$ cat src/adc_cal_pkg.sv
// Constants, field layouts and carrier types for the converter engine
// register access and calibration block.
// Assumes one 100 MHz clock and a synchronous active-high reset.
//
// Overview of operation
// - Five 16-bit internal registers per engine, message access only
// - Read message returns addressed register as 16-bit word
// - Write message stores its value in register, gain and offset masked
// - Header select bit routes message to one engine
// - Addresses 0x00-0x05 decoded, 0x06-0xFF reserved
// - Gain: bit 0 reserved, bit 1 integer, 2-15 fraction
// - Each engine owns an independent gain register
// - Gain fraction weights two^-1 down to two^-14
// - Offset bits 2-15 signed two's complement, adjusts results
// - Results 14-bit, raw shifted left twice, ideals 0x3000/0x1000
// - Sample time code 0b00 two clocks, 0b10 sixty-four
// - Channel 0x2B upper reference, 0x2C lower reference
// - Select 0 routes to engine 0, tag 0 to queue 0
// - Offset write keeps only low 14 bits
// - Half-LSB of 2 always added to every result
package adc_cal_pkg;

	// ==================================================================
	// Internal register addresses
	localparam logic [7:0] ADDR_CONVERSION  = 8'h00; // Conversion command slot
	localparam logic [7:0] ADDR_CONTROL     = 8'h01; // Engine control
	localparam logic [7:0] ADDR_TIME_STAMP  = 8'h02; // Time-stamp control
	localparam logic [7:0] ADDR_TIME_BASE   = 8'h03; // Time-base control
	localparam logic [7:0] ADDR_GAIN        = 8'h04; // Gain calibration constant
	localparam logic [7:0] ADDR_OFFSET      = 8'h05; // Offset calibration constant

	// ==================================================================
	// Command message field positions (bit 0 is the LSB)
	localparam int CMD_ADDR_LSB  = 0;  // Register address, 8 bits
	localparam int CMD_VALUE_LSB = 8;  // Write value, 16 bits
	localparam int CMD_CHAN_LSB  = 8;  // Conversion channel, 8 bits
	localparam int CMD_LST_LSB   = 18; // Sample time code, 2 bits
	localparam int CMD_TAG_LSB   = 20; // Message tag, 4 bits
	localparam int CMD_CAL_BIT   = 24; // Correction enable
	localparam int CMD_SEL_BIT   = 25; // Converter select bit
	localparam int CMD_READ_BIT  = 26; // Register read request

	// ==================================================================
	// Reset values and field masks (register bit 0 is the MSB)
	localparam logic [15:0] CONTROL_RESET    = 16'h0000;
	localparam logic [15:0] TIME_STAMP_RESET = 16'h0000;
	localparam logic [15:0] TIME_BASE_RESET  = 16'h0000;
	localparam logic [15:0] GAIN_RESET       = 16'h0000;
	localparam logic [15:0] OFFSET_RESET     = 16'h0000;
	localparam logic [15:0] GAIN_MASK        = 16'h7FFF; // Integer + fraction
	localparam logic [15:0] OFFSET_MASK      = 16'h3FFF; // 14-bit signed offset
	localparam int          GAIN_INT_POS     = 14;       // Integer bit
	localparam int          GAIN_FRAC_BITS   = 14;       // Fraction width

	// ==================================================================
	// Sample and conversion timing in converter clocks
	localparam int SAMPLE_CLKS_00 = 2;
	localparam int SAMPLE_CLKS_01 = 8;
	localparam int SAMPLE_CLKS_10 = 64;
	localparam int SAMPLE_CLKS_11 = 128;
	localparam int CONVERT_CLKS   = 13;

	// ==================================================================
	// Result arithmetic and reference channels
	localparam logic [13:0] HALF_LSB_ADD        = 14'h0002;
	localparam logic [13:0] RESULT_MAX          = 14'h3FFF;
	localparam logic [15:0] IDEAL_UPPER_REF_RES = 16'h3000;
	localparam logic [15:0] IDEAL_LOWER_REF_RES = 16'h1000;
	localparam logic [7:0]  UPPER_REF_CHANNEL   = 8'h2B;
	localparam logic [7:0]  LOWER_REF_CHANNEL   = 8'h2C;

	// ==================================================================
	// Carriers
	typedef struct packed {
		logic       cal_en;   // Correction enable
		logic [3:0] tag;      // Message tag
		logic [1:0] sample_time_field;      // Sample time code
		logic [7:0] channel;  // Channel number
	} conv_req_t;

	typedef struct packed {
		logic [3:0]  queue;   // Destination result queue
		logic        is_read; // Register read answer
		logic [15:0] data;    // Result word
	} result_t;

endpackage

$ cat src/adc_cal_engines.sv
// Converter engines with message-reached internal registers, sample timing
// and calibration correction, one set of state per engine.
// Assumes command messages and raw samples are synchronous to clk_i.
`timescale 1ns/100ps

module adc_cal_engines #(
	parameter int NUM_ENGINES  = 2,  // Converter engines
	parameter int CONV_CLK_DIV = 2,  // System clocks per converter clock
	parameter int RAW_W        = 12  // Raw sample width
) (
	input  wire logic                                 clk_i,          // System clock
	input  wire logic                                 reset_i,        // Sync reset
	input  wire logic                                 cmd_valid_i,    // Message offered
	input  wire logic [31:0]                          cmd_word_i,     // Message word
	output logic                                      cmd_ready_o,    // Message taken
	input  wire logic [NUM_ENGINES-1:0][RAW_W-1:0]    raw_sample_i,   // Converter codes
	output logic      [NUM_ENGINES-1:0]               sampling_o,     // Sampling window
	output logic      [NUM_ENGINES-1:0][7:0]          channel_o,      // Channel selected
	output logic      [NUM_ENGINES-1:0]               upper_ref_o,    // Upper ref chosen
	output logic      [NUM_ENGINES-1:0]               lower_ref_o,    // Lower ref chosen
	output logic      [NUM_ENGINES-1:0]               result_valid_o, // Result strobe
	output adc_cal_pkg::result_t [NUM_ENGINES-1:0]    result_o,       // Result word
	output logic      [NUM_ENGINES-1:0][15:0]         engine_control_o,  // Control reg
	output logic      [NUM_ENGINES-1:0][15:0]         time_stamp_ctl_o,  // Time-stamp reg
	output logic      [NUM_ENGINES-1:0][15:0]         time_base_ctl_o    // Time-base reg
);

	// ==================================================================
	// Elaboration checks, refused before any logic is built
	if (NUM_ENGINES != 2) begin : g_chk_engines
		$error("adc_cal_engines: NUM_ENGINES must be 2");
	end
	// Divider count is 16 bits wide
	if (CONV_CLK_DIV < 1 || CONV_CLK_DIV > 65536) begin : g_chk_div
		$error("adc_cal_engines: CONV_CLK_DIV out of range");
	end
	if (RAW_W != 12) begin : g_chk_raw
		$error("adc_cal_engines: RAW_W must be 12");
	end

	// Engine sequencing states
	typedef enum logic [1:0] {
		ST_IDLE,
		ST_SAMPLE,
		ST_CONVERT,
		ST_DELIVER
	} eng_state_t;

	// ==================================================================
	// Converter clock enable divider
	logic [15:0] div_r;    // Divider count
	logic [15:0] div_nxt;  // Next divider count
	logic        conv_tick; // One-cycle converter clock enable

	assign conv_tick = (div_r == 16'(CONV_CLK_DIV - 1));
	assign div_nxt   = conv_tick ? 16'h0000 : div_r + 16'h0001;

	// Divider register
	always_ff @(posedge clk_i) begin
		if (reset_i) begin
			div_r <= 16'h0000;
		end else begin
			div_r <= div_nxt;
		end
	end

	// ==================================================================
	// Message decode
	logic        cmd_sel;     // Target engine
	logic        cmd_read;    // Read request
	logic [7:0]  cmd_addr;    // Register address
	logic [15:0] cmd_value;   // Write value
	logic        cmd_accept;  // Message taken this cycle
	logic [NUM_ENGINES-1:0] eng_busy; // Engine cannot take a message
	adc_cal_pkg::conv_req_t cmd_conv; // Conversion fields

	assign cmd_sel   = cmd_word_i[adc_cal_pkg::CMD_SEL_BIT];
	assign cmd_read  = cmd_word_i[adc_cal_pkg::CMD_READ_BIT];
	assign cmd_addr  = cmd_word_i[adc_cal_pkg::CMD_ADDR_LSB +: 8];
	assign cmd_value = cmd_word_i[adc_cal_pkg::CMD_VALUE_LSB +: 16];
	assign cmd_conv.cal_en  = cmd_word_i[adc_cal_pkg::CMD_CAL_BIT];
	assign cmd_conv.tag     = cmd_word_i[adc_cal_pkg::CMD_TAG_LSB +: 4];
	assign cmd_conv.sample_time_field     = cmd_word_i[adc_cal_pkg::CMD_LST_LSB +: 2];
	assign cmd_conv.channel = cmd_word_i[adc_cal_pkg::CMD_CHAN_LSB +: 8];

	// Only the addressed engine's busy state stalls the queue
	assign cmd_ready_o = ~eng_busy[cmd_sel];
	assign cmd_accept  = cmd_valid_i & cmd_ready_o;

	// Sample time code to converter clocks, last count index
	function automatic logic [7:0] sample_last(input logic [1:0] code);
		logic [7:0] n;
		n = 8'h00;
		unique case (code)
			2'b00: n = 8'(adc_cal_pkg::SAMPLE_CLKS_00 - 1);
			2'b01: n = 8'(adc_cal_pkg::SAMPLE_CLKS_01 - 1);
			2'b10: n = 8'(adc_cal_pkg::SAMPLE_CLKS_10 - 1);
			2'b11: n = 8'(adc_cal_pkg::SAMPLE_CLKS_11 - 1);
		endcase
		return n;
	endfunction

	// ==================================================================
	// Per-engine registers, sequencer and result
	for (genvar e = 0; e < NUM_ENGINES; e++) begin : g_eng

		// Internal registers of this engine
		logic [15:0] control_r;    // Engine control
		logic [15:0] tstamp_r;     // Time-stamp control
		logic [15:0] tbase_r;      // Time-base control
		logic [14:0] gain_r;       // Own gain constant
		logic [13:0] offset_r;     // Own offset constant
		// Sequencer
		eng_state_t             state_r;   // Current state
		eng_state_t             state_nxt; // Next state
		logic [7:0]             count_r;   // Converter clock count
		logic [7:0]             count_nxt; // Next count
		adc_cal_pkg::conv_req_t req_r;     // Conversion in progress
		logic [RAW_W-1:0]       raw_r;     // Captured raw code
		// Access decode
		logic        hit;       // Message for this engine
		logic        wr_hit;    // Register write
		logic        rd_hit;    // Register read
		logic        conv_hit;  // Conversion start
		logic [15:0] rd_data;   // Read mux output
		logic [13:0] mac_res;   // Corrected result
		// Results
		logic                  res_valid_r; // Result strobe
		adc_cal_pkg::result_t  res_r;       // Result word

		assign hit      = cmd_accept & (cmd_sel == 1'(e));
		assign rd_hit   = hit & cmd_read;
		assign wr_hit   = hit & ~cmd_read;
		assign conv_hit = wr_hit & (cmd_addr == adc_cal_pkg::ADDR_CONVERSION);

		// Busy from a conversion start until its result leaves
		assign eng_busy[e] = (state_r != ST_IDLE);

		// Read mux, reserved bits and addresses read zero
		assign rd_data =
			(cmd_addr == adc_cal_pkg::ADDR_CONTROL)    ? control_r :
			(cmd_addr == adc_cal_pkg::ADDR_TIME_STAMP) ? tstamp_r :
			(cmd_addr == adc_cal_pkg::ADDR_TIME_BASE)  ? tbase_r :
			(cmd_addr == adc_cal_pkg::ADDR_GAIN)       ? {1'b0, gain_r} :
			(cmd_addr == adc_cal_pkg::ADDR_OFFSET)     ? {2'b00, offset_r} :
			16'h0000;

		// Register writes; reserved addresses fall through untouched
		always_ff @(posedge clk_i) begin
			if (reset_i) begin
				control_r <= adc_cal_pkg::CONTROL_RESET;
				tstamp_r  <= adc_cal_pkg::TIME_STAMP_RESET;
				tbase_r   <= adc_cal_pkg::TIME_BASE_RESET;
				gain_r    <= adc_cal_pkg::GAIN_RESET[14:0];
				offset_r  <= adc_cal_pkg::OFFSET_RESET[13:0];
			end else if (wr_hit) begin
				unique case (cmd_addr)
					adc_cal_pkg::ADDR_CONTROL:    control_r <= cmd_value;
					adc_cal_pkg::ADDR_TIME_STAMP: tstamp_r  <= cmd_value;
					adc_cal_pkg::ADDR_TIME_BASE:  tbase_r   <= cmd_value;
					// Bit 0 reserved, integer and fraction kept
					adc_cal_pkg::ADDR_GAIN:
						gain_r <= 15'(cmd_value & adc_cal_pkg::GAIN_MASK);
					// Upper bits of a wide offset are dropped
					adc_cal_pkg::ADDR_OFFSET:
						offset_r <= 14'(cmd_value & adc_cal_pkg::OFFSET_MASK);
					default: ;
				endcase
			end
		end

		// Sequencer next state
		always_comb begin
			state_nxt = state_r;
			count_nxt = count_r;
			unique case (state_r)
				ST_IDLE: begin
					// Wait for a conversion message
					if (conv_hit) begin
						state_nxt = ST_SAMPLE;
						count_nxt = sample_last(cmd_conv.sample_time_field);
					end
				end
				ST_SAMPLE: begin
					// Count sample time in converter clocks
					if (conv_tick) begin
						if (count_r == 8'h00) begin
							state_nxt = ST_CONVERT;
							count_nxt = 8'(adc_cal_pkg::CONVERT_CLKS - 1);
						end else begin
							count_nxt = count_r - 8'h01;
						end
					end
				end
				ST_CONVERT: begin
					// Count conversion time, then take the code
					if (conv_tick) begin
						if (count_r == 8'h00) begin
							state_nxt = ST_DELIVER;
						end else begin
							count_nxt = count_r - 8'h01;
						end
					end
				end
				ST_DELIVER: begin
					// Result goes out, engine free again
					state_nxt = ST_IDLE;
				end
			endcase
		end

		// Sequencer registers
		always_ff @(posedge clk_i) begin
			if (reset_i) begin
				state_r <= ST_IDLE;
				count_r <= 8'h00;
				req_r   <= '0;
				raw_r   <= '0;
			end else begin
				state_r <= state_nxt;
				count_r <= count_nxt;
				if (conv_hit) begin
					req_r <= cmd_conv;
				end
				if (state_r == ST_CONVERT && conv_tick && count_r == 8'h00) begin
					raw_r <= raw_sample_i[e];
				end
			end
		end

		// Gain and offset correction for this engine only
		adc_cal_mac #(
			.RAW_W (RAW_W)
		) u_mac (
			.raw_i    (raw_r),
			.gain_i   (gain_r),
			.offset_i (offset_r),
			.cal_en_i (req_r.cal_en),
			.result_o (mac_res)
		);

		// Result register: read answers and finished conversions
		always_ff @(posedge clk_i) begin
			if (reset_i) begin
				res_valid_r <= 1'b0;
				res_r       <= '0;
			end else if (rd_hit) begin
				res_valid_r <= 1'b1;
				res_r       <= '{queue: cmd_conv.tag, is_read: 1'b1, data: rd_data};
			end else if (state_r == ST_DELIVER) begin
				res_valid_r <= 1'b1;
				// Tag picks the result queue
				res_r       <= '{queue: req_r.tag, is_read: 1'b0,
					data: {2'b00, mac_res}};
			end else begin
				res_valid_r <= 1'b0;
			end
		end

		// Engine outputs
		assign sampling_o[e]       = (state_r == ST_SAMPLE);
		assign channel_o[e]        = req_r.channel;
		assign upper_ref_o[e]      = (req_r.channel == adc_cal_pkg::UPPER_REF_CHANNEL);
		assign lower_ref_o[e]      = (req_r.channel == adc_cal_pkg::LOWER_REF_CHANNEL);
		assign result_valid_o[e]   = res_valid_r;
		assign result_o[e]         = res_r;
		assign engine_control_o[e] = control_r;
		assign time_stamp_ctl_o[e] = tstamp_r;
		assign time_base_ctl_o[e]  = tbase_r;
	end

endmodule // adc_cal_engines

$ cat src/adc_cal_mac.sv
// Calibration multiply-accumulate for one converter engine.
// Assumes the raw sample and constants are stable for the cycle used.
`timescale 1ns/100ps

module adc_cal_mac #(
	parameter int RAW_W = 12 // Raw conversion width
) (
	input  wire logic [RAW_W-1:0] raw_i,    // Raw converter code
	input  wire logic [14:0]      gain_i,   // Gain, 1.14 unsigned
	input  wire logic [13:0]      offset_i, // Offset, signed
	input  wire logic             cal_en_i, // Apply gain and offset
	output logic      [13:0]      result_o  // Corrected 14-bit result
);

	// ==================================================================
	// Elaboration checks, refused before any logic is built
	if (RAW_W != 12) begin : g_chk_raw
		$error("adc_cal_mac: RAW_W must be 12");
	end

	logic [13:0] raw14;      // Raw code widened to 14 bits
	logic [28:0] product;    // Gain times raw
	logic [14:0] scaled;     // Product back in 14-bit units
	logic signed [16:0] sum; // Scaled plus offset plus half LSB

	// Raw reads are left shifted twice into 14-bit units
	assign raw14 = {raw_i, 2'b00};

	// Fraction weights two^-1..two^-14 via a 14-bit right shift
	assign product = 29'(gain_i) * 29'(raw14);
	assign scaled  = product[28:14];

	// ==================================================================
	// Half-LSB always added, gain and offset only when correction is enabled
	always_comb begin
		if (cal_en_i) begin
			sum = $signed({2'b00, scaled}) + 17'(signed'(offset_i))
				+ $signed({3'b000, adc_cal_pkg::HALF_LSB_ADD});
		end else begin
			sum = $signed({3'b000, raw14})
				+ $signed({3'b000, adc_cal_pkg::HALF_LSB_ADD});
		end
	end

	// Clamp to the 14-bit result range
	assign result_o = (sum < 0) ? 14'h0000 :
		(sum > $signed({3'b000, adc_cal_pkg::RESULT_MAX})) ?
		adc_cal_pkg::RESULT_MAX : sum[13:0];

endmodule // adc_cal_mac

$ cat config.mk
export PLATFORM = sky130hd
export DESIGN_NAME = adc_cal_engines
export DESIGN_NICKNAME = d
export VERILOG_FILES = /design/src/adc_cal_pkg.sv /design/src/adc_cal_engines.sv /design/src/adc_cal_mac.sv
export SDC_FILE = /design/constraint.sdc
export NUM_CORES = 2
export LEC_CHECK = 0
export BUFFER_PORTS_ARGS = -buffer_cell sky130_fd_sc_hd__buf_2
export CAP_MARGIN = 30
export CORE_ASPECT_RATIO = 1.25
export CORE_UTILIZATION = 45
export CTS_BUF_LIST = sky130_fd_sc_hd__clkbuf_4 sky130_fd_sc_hd__clkbuf_8
export CTS_CLUSTER_SIZE = 14
export DETAILED_ROUTE_END_ITERATION = 7
export GPL_ROUTABILITY_DRIVEN = 0
export HOLD_SLACK_MARGIN = 0.1
export PLACE_DENSITY_LB_ADDON = 0.15
export SLEW_MARGIN = 20
export SYNTH_ARGS = -nofsm -noshare
export SYNTH_HDL_FRONTEND = slang
export SYNTH_HIERARCHICAL = 1
export SYNTH_SLANG_ARGS = --single-unit
$ cat constraint.sdc
create_clock -name clk_i -period 7.1 [get_ports clk_i]
set_clock_uncertainty 0.05 [all_clocks]
set_input_delay 0.355 -clock clk_i [delete_from_list [all_inputs] [get_ports clk_i]]
set_output_delay 0.355 -clock clk_i [all_outputs]
set_load 0.02 [all_outputs]
After elaboration in Yosys (flattened, before gate mapping)
Cells that the tools add are included.

storage, ports and cells
  RAM bits = 0
  logic and storage cells = 172
  latch bits = 0
  register bits = 284
  memories kept = 0
  bits of input ports = 59
  output and inout port bits = 163
  bits in read-only memories = 0

cells by class
  magnitude comparators = 5
  eq/ne operators = 31
  reductions and logical operators = 31
  div/mod/pow operators = 0
  bitwise logic cells = 12
  add/sub/neg operators = 9
  shift operators = 0
  multipliers = 2
  mux-type cells = 51

operators by type and width
  operator                                                                count
  16-bit 2-to-1 mux                                                       6
  14-bit 2-to-1 mux                                                       6
  21-bit 2-to-1 mux                                                       4
  8-bit 2-to-1 mux                                                        10
  15-bit by 12-bit multiplier with 27-bit output                          2
  8-bit one-hot mux with 3 select lines                                   2
  16-bit by 14-bit adder with 17-bit output                               2
  17-bit by 3-bit adder with 17-bit output, second input constant         2
  17-bit by 15-bit > comparator with 1-bit output, second input constant  2
  17-bit by 1-bit < comparator with 1-bit output, second input constant   2
  17-bit 2-to-1 mux                                                       2
  8-bit by 6-bit == test with 1-bit output, second input constant         4
  8-bit one-hot mux with 4 select lines                                   1
  14-bit by 2-bit adder with 15-bit output, second input constant         2
  15-bit 2-to-1 mux                                                       2
  8-bit zero test                                                         3
  2-bit 2-to-1 mux                                                        10
  2-bit AND reduction                                                     10
  5-bit AND reduction                                                     4
  16-bit by 1-bit adder with 16-bit output, second input constant         1
  16-bit by 1-bit == test with 1-bit output, second input constant        1
  8-bit by 2-bit == test with 1-bit output, second input constant         2
  8-bit by 3-bit == test with 1-bit output, second input constant         2
  2-bit inequality test, second input constant                            8
  other kinds (15)                                                        51

Logic depth before layout (Yosys ltp)
  depth in word-level cells = 10
  mapped depth = 34

Modules after synthesis
Netlist, hierarchy kept.

modules (own cells, without submodules)
  module                        times used  area each (µm²)  seq. area each (µm²)  cells each
  adc_cal_engines               1           12866.1          5685.5                1562
  adc_cal_mac (g_eng[1].u_mac)  1           6683.9           0.0                   796
  adc_cal_mac (g_eng[0].u_mac)  1           6617.6           0.0                   808

Least setup slack after synthesis
Ideal clock, no wire load.

  path type = flip-flop to flip-flop
  from = register g_eng[0].raw_r[8]
  to = register g_eng[0].res_r (netlist bit result_o[6])
  cell stages (with the launch flop) = 32
  arrival time = 7.621 ns
  clock period less this slack = 7.730 ns
  library setup time = 0.059 ns
  path slack = -0.630 ns
  path through = dfxtp_1 clkbuf_1 nand2_1 fa_1 inv_1 fa_1 fa_1 fa_1 inv_1 fa_1 inv_1 ha_1 a211oi_1 a21boi_0 a211oi_2 o41ai_1 or4b_1 nand3_1 ha_1 ha_1 a21oi_1 o21bai_1 a21oi_1 o21ai_0 or3_1 and3_1 clkbuf_1 clkbuf_1 a311oi_1 nor2b_1 o22ai_1 o221a_2

on the way
  longest elaborated chain between the ends = 9
  elaborated cells on any way between the ends = 11

ends and longest elaborated chain
  element                                          line                    source
  from (decl)                                      adc_cal_engines.sv:119  logic [RAW_W-1:0] raw_r;
  from (signal assigned)                           adc_cal_engines.sv:226  raw_r <= raw_sample_i[e];
  15-bit by 12-bit multiplier with 27-bit output   adc_cal_mac.sv:30       assign product = 29'(gain_i) * 29'(raw14);
  16-bit by 14-bit adder with 17-bit output        adc_cal_mac.sv:37       sum = $signed({2'b00, scaled}) + 17'(signed'(offset_i))
  17-bit by 3-bit adder with 17-bit output         adc_cal_mac.sv:38       + $signed({3'b000, adc_cal_pkg::HALF_LSB_ADD});
  17-bit 2-to-1 mux *                              adc_cal_mac.sv:36       if (cal_en_i) begin
  17-bit by 15-bit > comparator with 1-bit output  adc_cal_mac.sv:47       (sum > $signed({3'b000, adc_cal_pkg::RESULT_MAX})) ?
  14-bit 2-to-1 mux                                adc_cal_mac.sv:47
  14-bit 2-to-1 mux *                              adc_cal_mac.sv:46       assign result_o = (sum < 0) ? 14'h0000 :
  net g_eng[0].mac_res[6]                          adc_cal_engines.sv:126  logic [13:0] mac_res;
  21-bit 2-to-1 mux *                              adc_cal_engines.sv:250  end else if (state_r == ST_DELIVER) begin
  21-bit 2-to-1 mux *                              adc_cal_engines.sv:247  end else if (rd_hit) begin
  to (signal assigned)                             adc_cal_engines.sv:249  res_r <= '{queue: cmd_conv.tag, is_read: 1'b1, data: rd_data};
  to (signal assigned)                             adc_cal_engines.sv:253  res_r <= '{queue: req_r.tag, is_read: 1'b0,
  to (decl)                                        adc_cal_engines.sv:129  adc_cal_pkg::result_t res_r;

The timed path passes the listed nets; every way through them passes the cells marked *. The select of a mux whose other input is x is not followed.
A chain may end at the register's enable or synchronous reset.

Worst setup path in the final report
  from = register g_eng[1].raw_r[5]
  to = register g_eng[1].res_r (netlist bit result_o[23])

on the way
  longest elaborated chain between the ends = 9
  elaborated cells on any way between the ends = 11

ends and longest elaborated chain
  element                                          line
  from (decl)                                      adc_cal_engines.sv:119
  from (signal assigned)                           adc_cal_engines.sv:226
  15-bit by 12-bit multiplier with 27-bit output   adc_cal_mac.sv:30
  16-bit by 14-bit adder with 17-bit output        adc_cal_mac.sv:37
  17-bit by 3-bit adder with 17-bit output         adc_cal_mac.sv:38
  17-bit 2-to-1 mux *                              adc_cal_mac.sv:36
  17-bit by 15-bit > comparator with 1-bit output  adc_cal_mac.sv:47
  14-bit 2-to-1 mux                                adc_cal_mac.sv:47
  14-bit 2-to-1 mux *                              adc_cal_mac.sv:46
  net g_eng[1].mac_res[2]                          adc_cal_engines.sv:126
  21-bit 2-to-1 mux *                              adc_cal_engines.sv:250
  21-bit 2-to-1 mux *                              adc_cal_engines.sv:247
  to (signal assigned)                             adc_cal_engines.sv:249
  to (signal assigned)                             adc_cal_engines.sv:253
  to (decl)                                        adc_cal_engines.sv:129

Marks and branches as above.

==> flow_metrics.py <==
metrics = {
    "sta": {
        "fmax_mhz": 132,
        "setup_viol": 28,
        "final-hold-violation-count": 0,
        "tns_ns": -9.27,
        "layout_min_cycle_time_ns": 7.56,
        "timing.hold.ws_ns": 0.128,
        "drv_slew": 0,
        "slew_headroom": 0.337,
        "fin_crit_sh": 1.06,
        "setup_slack_ns": -0.455,
        "rsz0062_at_grt": "true",
        "tightestPinTransition_ns": 0.994,
    },
    "cells_and_area": {
        "final_core_util": 0.575,
        "area_growth_pct": 26.1,
        "fin_nets": 4097,
        "drive_above_1_share": 0.265,
        "fin_area_mm2": 0.0330,
    },
    "worst_hold_path": {
        "min_path_cells": 2,
        "min_path_type": "in2reg",
    },
    "placement": {
        "port_buffers": 216,
        "pre_cts_ws_ns": -0.756,
        "hpwl_um": 66900,
        "dpl-instance-area_mm2": 0.0298,
    },
    "die": {
        "die_w_um": 218,
        "ios": 222,
        "fp.dieH_um": 272,
        "core_area_mm2": 0.0574,
        "die_area_mm2": 0.0591,
        "rows": 98,
        "start_util": 0.456,
    },
    "flow_run": {
        "max-cap-violations": 0,
    },
    "clock_tree": {
        "cts_tree": "built",
        "clkLatencyLatePin_ns": 0.63,
        "clkSinkCount": 284,
        "clockBufferDepth": 3,
        "clockRootBuffer": "clkbuf_8",
        "clkSlewWorstSetupHoldPaths_ns": 0.06,
        "cts_made_buffers": 49,
        "htreeDepth": 2,
    },
    "setup_path": {
        "cp-start-kind": "flop",
        "crit_required_ns": 7.56,
        "path_max_fanout": 6,
        "crit_type": "reg2reg",
        "crit_path_frequent_cell": "fa_1",
        "critPathArrivalTime_ns": 8.02,
        "r2r_cells": 31,
        "cp-end-kind": "flop",
        "slowest_stage": "fa_1",
        "slowest_delay_ns": 0.54,
    },
    "run_status": {
        "status": "finished, violations left",
        "violations": "setup timing",
    },
    "detailed_routing": {
        "drt_pass1_iterations": 6,
        "ant_nets": 0,
        "viasPerCell": 5.63,
        "top_layer": "met4",
        "wl_met3_um": 6670,
        "route.met2.wl_um": 43200,
        "drc_errors": 0,
        "wirelength_um": 88400,
        "drt_iter0_drc": 1857,
        "detail_route.wl_per_cell_um": 20.2,
        "num_vias": 24600,
        "wl_met1_um": 35800,
    },
    "global_routing": {
        "grt_antenna_before_repair": 6,
        "grt_overflow": 0,
        "grt_max_degree": 83,
        "grt_pass1_wl_um": 138000,
        "grt_pass1_vias": 25100,
        "grt_use_total": 0.296,
    },
    "logic_synthesis": {
        "synth-seq-cells": 284,
        "async_flop_share": 0,
        "postSynthAreaPerCell_um2": 8.27,
        "synth_area_mm2": 0.0262,
        "ys_warn_count": 6,
        "synthCells": 3166,
        "synthTopCellsByArea": "dfxtp_1 (22%), fa_1 (20%), ha_1 (9.4%), nand2_1 (8.1%), inv_1 (5.1%)",
        "ys_dominant_reg_cell": "dfxtp_1",
        "synth_top_area_frac": 0.217,
        "synth_top_cell_by_area": "dfxtp_1",
        "ys_seq_area_frac": 0.217,
        "synth_cell_type_count": 89,
        "synth-edff-count": 0,
        "synth_nets": 3681,
    },
    "power_and_ir_drop": {
        "power_per_cell_area_mw_per_mm2": 117,
        "p_leak_nw": 15.1,
        "peakVddDrop_v": 0.000156,
    },
}
## what timing repair did
| item | CTS | global route |
|---|---|---|
| endpoints found under the setup margin | 28 | 28 |
| hold buffers | 29 | 0 |
| resized for setup | 198 | 148 |
| cloned | 3 | 0 |
| buffers inserted | 18 | 34 |
| pin swaps | 124 | 177 |
| endpoints found under the hold margin | 45 | 0 |
## layer usage
metal | global-route usage | vias up
met5 | 0 | -
met1 | 0.374 | 12200
met4 | 0.0884 | 0
li1 | - | 11300
met2 | 0.508 | 912
met3 | 0.0546 | 159
## cells in the final DEF (no fill, tap or decap), drive strengths merged, types with 71 or more instances in the layout
cell and count:
a21oi 207, and2 122, buf 554, clkbuf 71
dfxtp 284, fa 260, ha 196, inv 355
mux2i 93, nand2 562, nand3 75, nor2 186
o21ai 101
## where the power goes
| part | switching [W] | leakage, nW | total [W] | internal [W] |
|---|---|---|---|---|
| logic | 0.000334 | 12.2 | 0.000505 | 0.000171 |
| clock network | 0.000741 | 0.584 | 0.00171 | 0.000967 |
| registers | 0.0000355 | 2.32 | 0.00165 | 0.00162 |
| total | 0.00111 | 15.1 | 0.00387 | 0.00276 |
## synthesized netlist by cell type (14+ instances only)
master    instances
buf_4            19
nor2b_1          22
nand2_1         562
o221a_2          21
o21ai_0          92
nor2_1          186
a21oi_1         207
buf_2            15
xnor2_1          33
a311oi_1         15
dfxtp_1         284
nand2b_1         14
inv_1           353
a22oi_1          56
ha_1            196
a211oi_1         25
nand3_1          75
xor2_1           31
a21o_1           17
clkbuf_1        173
a221oi_1         29
and2_1          119
o22ai_1          15
o31ai_1          15
mux2i_1          93
nor3_1           21
fa_1            260
## metrics by stage
stage	instances	total power [W]
2_1_floorplan	3166	0.00202
3_3_place_gp	4199	0.00217
3_5_place_dp	4202	0.00218
4_1_cts	4336	0.00389
5_1_grt	4368	0.00400
6_report	4370	0.00387
## worst max-delay path, delay by kind of cell, from the launching register on
kind | cells | cell delay, ns
AO/OA/AOI/OAI | 11 | 2.15
XOR/XNOR | 1 | 0.14
adder cells (fa/ha/maj) | 8 | 3.23
buffers and inverters | 6 | 0.57
flip-flops | 1 | 0.39
AND/OR/NAND/NOR | 5 | 0.92
## area by class of cell
class,instances,area [µm²]
fill,5200,24400
multi-input combinational,2311,19700
sequential,284,5800
timing repair buffer,583,4120
inverter,353,1330
clock buffer,71,940
tap,750,938
clock inverter,15,181
antenna,3,7.51
## registers in the layout, indices dropped and copies added, names as in the netlist
| signal | cells |
|---|---|
| g_eng.raw_r | 24 |
| div_r | 16 |
| g_eng.gain_r | 30 |
| g_eng.res_valid_r | 2 |
| g_eng.control_r | 32 |
| channel_o | 16 |
| g_eng.count_r | 16 |
| g_eng.state_r | 4 |
| result_o | 42 |
| g_eng.tstamp_r | 32 |
| g_eng.req_r | 10 |
| g_eng.offset_r | 28 |
| g_eng.tbase_r | 32 |
## path summary, 6_finish.rpt
check                                                     start                                end  slack (ns)
worst max-delay path             g_eng[1].raw_r[5]$_SDFFE_PP0P_          result_o[23]$_SDFFE_PP0P_       -0.46
worst min register to register  g_eng[1].req_r[11]$_SDFFE_PP0P_    g_eng[1].req_r[11]$_SDFFE_PP0P_        0.41
worst min-delay path                                    reset_i  g_eng[0].tstamp_r[3]$_SDFFE_PP0P_        0.13
worst max register to register   g_eng[1].raw_r[5]$_SDFFE_PP0P_          result_o[23]$_SDFFE_PP0P_       -0.46
## logic make-up (layout without fill, tap and decap cells)
| family | after synthesis | count (layout) | synth area share |
|---|---|---|---|
| AND/OR/NAND/NOR | 1083 | 1084 | 0.188 |
| AO/OA/AOI/OAI | 612 | 612 | 0.159 |
| buffers and inverters | 572 | 1022 | 0.0858 |
| adder cells (fa/ha/maj) | 456 | 456 | 0.293 |
| flip-flops | 284 | 284 | 0.217 |
| multiplexers | 95 | 95 | 0.0364 |
| XOR/XNOR | 64 | 64 | 0.0214 |
| other | 0 | 3 | 0 |
Note: power is estimated with default switching activity, not from simulation.
